--- src/rtl/branch_pkg.sv ---
// Package: constants and carriers for the branch condition unit
package branch_pkg;
	// Instruction field positions
	localparam int TYPE_HI       = 31;
	localparam int TYPE_LO       = 30;
	localparam int OPC_HI        = 29;
	localparam int OPC_LO        = 27;
	localparam int PHASE_HI      = 26;
	localparam int PHASE_LO      = 24;
	localparam int REL_BIT       = 23;
	localparam int CARRY_BIT     = 21;
	localparam int ONFLY_BIT     = 20;
	localparam int TRUE_BIT      = 19;
	localparam int DATA_BIT      = 18;
	localparam int PHASE_BIT     = 17;
	localparam int WAIT_BIT      = 16;
	localparam int MASK_HI       = 15;
	localparam int MASK_LO       = 8;
	localparam int VALUE_HI      = 7;
	localparam int VALUE_LO      = 0;
	localparam int OFFSET_W      = 24;
	localparam int ONFLY_STAT    = 2;
	// Type code of transfer control
	localparam logic [1:0] TYPE_XFER = 2'h2;
	// Pointer advance after a fetch
	localparam logic [31:0] PTR_STEP = 32'h0000_0004;
	// Reset values
	localparam logic [31:0] PTR_RST  = 32'h0000_0000;
	localparam logic [7:0]  STAT_RST = 8'h00;

	// Transfer control opcodes
	typedef enum logic [2:0] {
		OP_JUMP   = 3'h0,
		OP_CALL   = 3'h1,
		OP_RETURN = 3'h2,
		OP_INT    = 3'h3
	} opcode_e;

	// Bus phase encodings
	typedef enum logic [2:0] {
		PH_DATA_OUT = 3'h0,
		PH_DATA_IN  = 3'h1,
		PH_COMMAND  = 3'h2,
		PH_STATUS   = 3'h3,
		PH_RES_OUT  = 3'h4,
		PH_RES_IN   = 3'h5,
		PH_MSG_OUT  = 3'h6,
		PH_MSG_IN   = 3'h7
	} phase_e;

	// One two-word instruction from the fetch path
	typedef struct packed {
		logic [31:0] cmd;
		logic [31:0] addr;
	} instr_s;

	// Bus side state seen by the compares
	typedef struct packed {
		logic [2:0] phase;
		logic       req_new;
		logic       atn;
		logic       initiator;
		logic [7:0] first_byte;
		logic       carry;
	} bus_s;
endpackage

--- src/rtl/branch_condition_unit.sv ---
// Decoder and executor for transfer control instructions
// What this block does
// - Decode type 10 as transfer control; opcodes jump, call, return, interrupt.
// - Taken jump loads pointer from the instruction's address word.
// - Untaken branch leaves pointer unchanged; next fetch from it.
// - Taken call saves pointer into single save register first.
// - Taken return loads pointer from the save register.
// - Return never checks for a prior call; no error raised.
// - Satisfied interrupt asserts active low interrupt request.
// - Address holding register keeps the 32-bit field for host.
// - Halting interrupt stops; host pointer write restarts.
// - Bit 20 interrupt does not halt; sets status bit 2.
// - Phase field 26-24 compares with the current bus phase lines.
// - Bit 23 on jump or call adds sign-extended 24-bit offset.
// - Relative targets use two's complement, +/-8 MB reach.
// - Bit 21 tests carry; software never mixes it with compares.
// - Branch when compare result equals bit 19.
// - Both compares enabled: both match, or both mismatch.
// - Bit 18 compares first received byte with bits 7-0.
// - Set mask bits ignore those byte positions.
// - Bit 17 compares phase as initiator, tests attention as target.
// - Bit 16 waits for a new unserviced request before a phase or data compare.
// - After fetching a jump target, pointer advances by 4.
`timescale 1ns/1ps
module branch_condition_unit
	import branch_pkg::*;
(
	// Clock and reset
	input  wire logic               clock,
	input  wire logic               rst,
	// Instruction from the fetch path
	input  wire logic               instr_valid,
	input  wire branch_pkg::instr_s instr,
	output logic                    instr_ready,
	// Fetch handshake for pointer advance
	input  wire logic               fetch_done,
	// Bus phase and data state
	input  wire branch_pkg::bus_s   bus,
	// Host restart by pointer write, and host status clear
	input  wire logic               ptr_write,
	input  wire logic [31:0]        ptr_wdata,
	input  wire logic               status_clear,
	// Results
	output logic [31:0]             instr_ptr,
	output logic [31:0]             save_reg,
	output logic [31:0]             address_holding_reg,
	output logic [7:0]              interrupt_status_reg,
	output logic                    irq_n,
	output logic                    halted,
	output logic                    illegal,
	output logic                    req_serviced
);

	// Execution states
	typedef enum logic [1:0] {
		ST_IDLE = 2'h0,
		ST_WAIT = 2'h1,
		ST_HALT = 2'h3
	} state_e;

	state_e      state_q, state_d;
	logic [31:0] ptr_q, ptr_d;
	logic [31:0] save_q, save_d;
	logic [31:0] hold_q, hold_d;
	logic [7:0]  stat_q, stat_d;
	logic        irq_n_q, irq_n_d;
	logic        ill_q, ill_d;
	logic        srv_q, srv_d;
	logic        adv_q, adv_d;
	logic        halt_q, halt_d;
	logic        rdy_q, rdy_d;

	// Instruction decode
	logic [2:0]  opc;
	logic        is_xfer, reserved, need_wait;
	logic        phase_hit, data_hit, carry_hit, cond, taken;
	logic [7:0]  mask;
	logic [31:0] target;

	assign opc      = instr.cmd[OPC_HI:OPC_LO];
	assign is_xfer  = instr.cmd[TYPE_HI:TYPE_LO] == TYPE_XFER;
	assign reserved = opc[2];
	assign mask     = instr.cmd[MASK_HI:MASK_LO];

	// Phase or attention compare
	always_comb begin
		if (bus.initiator) begin
			phase_hit = bus.phase == instr.cmd[PHASE_HI:PHASE_LO];
		end else begin
			phase_hit = bus.atn;
		end
	end

	// Masked byte compare and carry test
	assign data_hit  = ((bus.first_byte ^ instr.cmd[VALUE_HI:VALUE_LO])
		& ~mask) == 8'h00;
	assign carry_hit = bus.carry;

	// Combined condition
	always_comb begin
		if (instr.cmd[CARRY_BIT]) begin
			cond = carry_hit == instr.cmd[TRUE_BIT];
		end else if (instr.cmd[PHASE_BIT] && instr.cmd[DATA_BIT]) begin
			cond = (phase_hit == instr.cmd[TRUE_BIT])
				&& (data_hit == instr.cmd[TRUE_BIT]);
		end else if (instr.cmd[PHASE_BIT]) begin
			cond = phase_hit == instr.cmd[TRUE_BIT];
		end else if (instr.cmd[DATA_BIT]) begin
			cond = data_hit == instr.cmd[TRUE_BIT];
		end else begin
			cond = 1'b1;
		end
	end

	// Waiting for a fresh request applies to phase and data compares only
	assign need_wait = instr.cmd[WAIT_BIT] && !instr.cmd[CARRY_BIT]
		&& (instr.cmd[PHASE_BIT] || instr.cmd[DATA_BIT]);
	assign taken = cond;

	// Absolute or relative target, relative only on jump and call
	always_comb begin
		if (instr.cmd[REL_BIT]) begin
			target = ptr_q + {{(32 - OFFSET_W){instr.addr[OFFSET_W - 1]}},
				instr.addr[OFFSET_W - 1:0]};
		end else begin
			target = instr.addr;
		end
	end

	// Next state of the executor
	always_comb begin
		state_d = state_q;
		ptr_d   = ptr_q;
		save_d  = save_q;
		hold_d  = hold_q;
		stat_d  = stat_q;
		irq_n_d = irq_n_q;
		ill_d   = ill_q;
		srv_d   = 1'b0;
		adv_d   = adv_q;
		if (status_clear) begin
			stat_d  = STAT_RST;
			irq_n_d = 1'b1;
			ill_d   = 1'b0;
		end
		if (adv_q && fetch_done) begin
			ptr_d = ptr_q + PTR_STEP;
			adv_d = 1'b0;
		end
		case (state_q)
			ST_IDLE, ST_WAIT: begin
				if (instr_valid && is_xfer && !adv_q) begin
					hold_d = instr.addr;
					if (reserved) begin
						ill_d   = 1'b1;
						irq_n_d = 1'b0;
						state_d = ST_HALT;
					end else if (need_wait && !bus.req_new) begin
						state_d = ST_WAIT;
					end else begin
						state_d = ST_IDLE;
						srv_d   = need_wait;
						if (taken) begin
							case (opc)
								OP_JUMP: begin
									ptr_d = target;
									adv_d = 1'b1;
								end
								OP_CALL: begin
									save_d = ptr_q;
									ptr_d  = target;
									adv_d  = 1'b1;
								end
								OP_RETURN: begin
									ptr_d = save_q;
									adv_d = 1'b1;
								end
								OP_INT: begin
									// Request goes low for both kinds
									irq_n_d = 1'b0;
									if (instr.cmd[ONFLY_BIT]) begin
										stat_d[ONFLY_STAT] = 1'b1;
									end else begin
										state_d = ST_HALT;
									end
								end
								default: begin
									state_d = ST_IDLE;
								end
							endcase
						end
						// Untaken: pointer left as is
					end
				end
			end
			ST_HALT: begin
				if (ptr_write) begin
					ptr_d   = ptr_wdata;
					adv_d   = 1'b0;
					state_d = ST_IDLE;
				end
			end
			default: begin
				state_d = ST_IDLE;
			end
		endcase
		if (ptr_write && state_q != ST_HALT) begin
			ptr_d = ptr_wdata;
			adv_d = 1'b0;
		end
		// Halt and ready flags kept in flops for clean outputs
		halt_d = state_d == ST_HALT;
		rdy_d  = state_d != ST_HALT && !adv_d;
	end

	// Registers
	always_ff @(posedge clock or posedge rst) begin
		if (rst) begin
			state_q <= ST_IDLE;
			ptr_q   <= PTR_RST;
			save_q  <= PTR_RST;
			hold_q  <= PTR_RST;
			stat_q  <= STAT_RST;
			irq_n_q <= 1'b1;
			ill_q   <= 1'b0;
			srv_q   <= 1'b0;
			adv_q   <= 1'b0;
			halt_q  <= 1'b0;
			rdy_q   <= 1'b1;
		end else begin
			state_q <= state_d;
			ptr_q   <= ptr_d;
			save_q  <= save_d;
			hold_q  <= hold_d;
			stat_q  <= stat_d;
			irq_n_q <= irq_n_d;
			ill_q   <= ill_d;
			srv_q   <= srv_d;
			adv_q   <= adv_d;
			halt_q  <= halt_d;
			rdy_q   <= rdy_d;
		end
	end

	// Outputs from flip-flops
	assign instr_ptr            = ptr_q;
	assign save_reg             = save_q;
	assign address_holding_reg  = hold_q;
	assign interrupt_status_reg = stat_q;
	assign irq_n                = irq_n_q;
	assign halted               = halt_q;
	assign illegal              = ill_q;
	assign req_serviced         = srv_q;
	assign instr_ready          = rdy_q;
endmodule

--- config.mk ---
export PLATFORM = sky130hd
export DESIGN_NAME = branch_condition_unit
export DESIGN_NICKNAME = d
export VERILOG_FILES = /design/src/rtl/branch_pkg.sv /design/src/rtl/branch_condition_unit.sv
export SDC_FILE = /design/constraint.sdc
export NUM_CORES = 1
export LEC_CHECK = 0
export BUFFER_PORTS_ARGS = -buffer_cell sky130_fd_sc_hd__buf_2
export CAP_MARGIN = 20
export CORE_UTILIZATION = 57
export DETAILED_ROUTE_END_ITERATION = 8
export GPL_TIMING_DRIVEN = 1
export PLACE_DENSITY = 0.92
export REMOVE_ABC_BUFFERS = 1
export SETUP_SLACK_MARGIN = 0.1
export SYNTH_ARGS = -nofsm -noshare
export SYNTH_HDL_FRONTEND = slang
export SYNTH_SLANG_ARGS = --single-unit
--- constraint.sdc ---
create_clock -name clock -period 6.8 [get_ports clock]
set_input_delay 1.36 -clock clock [delete_from_list [all_inputs] [get_ports clock]]
set_output_delay 1.36 -clock clock [all_outputs]
set_load 0.02 [all_outputs]
==> summary.md <==
| Metric | Value |
|---|---|
| Worst rel slew slack | 0.351 |
| Wire length per cell | 17.7 um |
| Yosys reg bits | 105 |
| Synth Flop Type | dfrtp_1 |
| Die area | 13,300 sq um |
| Asr flop ratio synth | 1.00 |
| Initial antenna violation count | 0 |
| Fin nets | 1,205 |
| Dpl cell area | 8500 sq um |
| Num ports | 226 |
| Initial DRC Count | 605 |
| CTS H-tree lvls | 3 |
| Cell variety after synth | 72 |
| Fmax | 0.224 GHz |
| Total leakage power | 0.00441 uW |
| Max-slew violations | 0 |
| Crit Path Class | in2reg |
| CTS buffer count | 9 |
| DR WL met3 | 1.58 mm |
| Via density | 6.08 |
| Seq/Total Area, Yosys | 0.359 |
| Total gr overflow | 0 |
| Vias | 7,493 |
| CP Data Required Time | 7000 ps |
| Diodes inserted | 0 |
| Gate Count Post-Synth | 856 |
| Vias in the first global route | 6,993 |
| Status | finished, final reports clean |
| Cell Int Power | 1240 uW |
| Hold buffers post-CTS | 0 |
| Pwr Density | 217 nW/um^2 |
| Root buf cell | clkbuf_16 |
| PortBufs | 217 |
| Core Footprint | 12,600 sq um |
| Clk_lat worst skew | 360 ps |
| Yosys Warn Count | 0 |
| Finished Cell Area | 8830 sq um |
| Clock power frac | 0.281 |
| Largest family of logic cells by synthesized area | compound AO/OA/AOI/OAI gates |
| Slowest stage delay, CP | 770 ps |
| Comb pwr share | 0.322 |
| Worst slew pin tran | 970 ps |
| Startpoint types | primary input |
| Post-CTS Setup Bufs | 0 |
| Area growth, synth to finish | 20.5% |
| RSZ-0062 raised after global routing | false |
| Wl on met1 | 9.14 mm |
| Worst-path fanout max | 19 |
| Number of hold violations in the final report | 0 |
| Resize count post-CTS | 0 |
| Die Span Y | 115 um |
| Total GRT Usage | 0.335 |
| Top layer in use | met4 |
| Tcrit/Tclk final | 0.658 |
| Post-synth EDFFs | 0 |
| Synth Area in Compound Gates | 0.214 |
| Met2 WL | 10.5 mm |
| DRT Pass-1 Iters | 7 |
| Die X-Extent | 115 um |
| Max-cap violations | 0 |
| Fin crit period | 4470 ps |
| XOR/XNOR share of the synthesized area | 0.0753 |
| First-pass GRT wire length | 34.3 mm |
| CTS max path bufs | 2 |
| Switching pwr | 678 uW |
| Crit end category | flip-flop |
| Fraction of layout cells with a size suffix above 1 | 0.275 |
| Starting Density | 0.583 |
| Largest net degree at the start of global routing | 56 |
| Clk slew on worst S/H paths | 70 ps |
| DR DRC count | 0 |
| Maximum VDD drop | 0.000125 V |
| Commonest non-fill, non-tap cell in the layout | buf_2 |
| Synth Area in Adders | 0.0574 |
| Post-DRT Antenna Nets | 0 |
| Post-Syn Area | 7320 sq um |
| CTS tree | done |
| Filler instances | 984 |
| Setup TNS Final | 0 ps |
| Slowest-stage cell, CP | nor3_4 |
| Site Rows | 41 |
| Switching share of power | 0.354 |
| Setup violators final | 0 |
| Multiplexer share of the synthesized area | 0.0574 |
| Setup Skew | 4.59 ps |
| Synth Area in Simple Gates | 0.189 |
| Final WL | 21.8 mm |
| Syn Area/Cell | 8.56 sq um |
| CP Data Arrival Time | 4670 ps |
| Hold Crit Class | reg2reg |
| CTS Sinks | 105 |
| DP Wirelength | 16.0 mm |
| Placer Congestion | 0.920 |
| Reg power frac | 0.397 |
| Most frequent cells in the layout | 217 x buf_2, 160 x nand2_1, 103 x dfrtp_1, 79 x a21oi_1, 43 x o21ai_0 |
| Crit-path cells | buf_2 > xnor2_1 > o22ai_1 > nor4_1 > xor2_1 > a311o_1 > nor3_4 > nand2b_2 > a221oi_1 > a222oi_1 |
[Yosys cell counts, drive strengths merged, types with 9 or more instances]
cell type | count | share of area
a31oi | 11 | 0.0094
o21ai | 47 | 0.032
ha | 32 | 0.055
and3 | 12 | 0.010
a221oi | 22 | 0.028
dfrtp | 103 | 0.35
clkbuf | 23 | 0.012
nor2 | 41 | 0.021
inv | 27 | 0.014
xnor2 | 39 | 0.047
xor2 | 24 | 0.029
a21o | 14 | 0.014
nand3 | 20 | 0.014
nor3 | 22 | 0.017
mux2 | 32 | 0.049
nand2b | 9 | 0.0080
nand2 | 160 | 0.082
buf | 24 | 0.021
nand4 | 9 | 0.0077
a21oi | 79 | 0.054
[cell type report]
cell class                      count  area [sq um]  area share
Multi-Input combinational cell    683          4380       0.496
Sequential cell                   105          2630       0.298
Timing Repair Buffer              229          1190       0.135
Clock buffer                       11           253      0.0286
Tap cell                          172           215      0.0244
Inverter                           27           104      0.0118
Clock inverter                      5          53.8     0.00610
[power groups by stage]
stage	Combinational [uW]	Sequential (uW)	Clock, uW
floorplan	320	847	0
global placement	595	768	0
detailed placement	608	771	0
CTS	612	761	542
global route	677	772	570
finish	617	762	539
[cells by family after synthesis]
family,Yosys count
AND/OR/NAND/NOR,301
AO/OA/AOI/OAI,241
flip-flops,105
buffers and inverters,74
XOR/XNOR,63
multiplexers,38
adder cells (fa/ha/maj),33
other,1
[worst paths after layout]
check                           cells after the start                     from  slack (ps)                       to
worst max-delay path                               10                instr[33]        2330            instr_ptr[22]
worst min-delay path                                2  address_holding_reg[24]         470  address_holding_reg[24]
worst max register to register                      9             instr_ptr[1]        3480            instr_ptr[25]
worst min register to register                      2  address_holding_reg[24]         470  address_holding_reg[24]
max in group asynchronous                           3                      rst        4590            instr_ptr[21]
min in group asynchronous                           2                      rst        1090             instr_ptr[8]
[through the flow]
stage          worst slack, ps  instances  utilization  total power [uW]  hold WS [ps]
2_1_floorplan             2680        815            -              1170           459
3_3_place_gp              1980       1214        0.675              1360           452
4_1_cts                   2280       1231        0.701              1910           473
3_5_place_dp              1960       1215        0.677              1380           457
5_1_grt                   2120       1232        0.702              2020           487
6_report                  2330       1232        0.702              1920           471
[per-layer routing]
metal | vias up | track usage
met3 | 43 | 0.0506
met1 | 3579 | 0.425
met5 | - | 0
li1 | 3479 | -
met2 | 392 | 0.567
met4 | 0 | 0.145
[worst max-delay path, delay by kind of cell]
family / cells / cell delay [ps]
XOR/XNOR: 2 / 320
AO/OA/AOI/OAI: 4 / 1100
buffers and inverters: 1 / 100
AND/OR/NAND/NOR: 3 / 1780
Power figures use the tool's default switching activity.
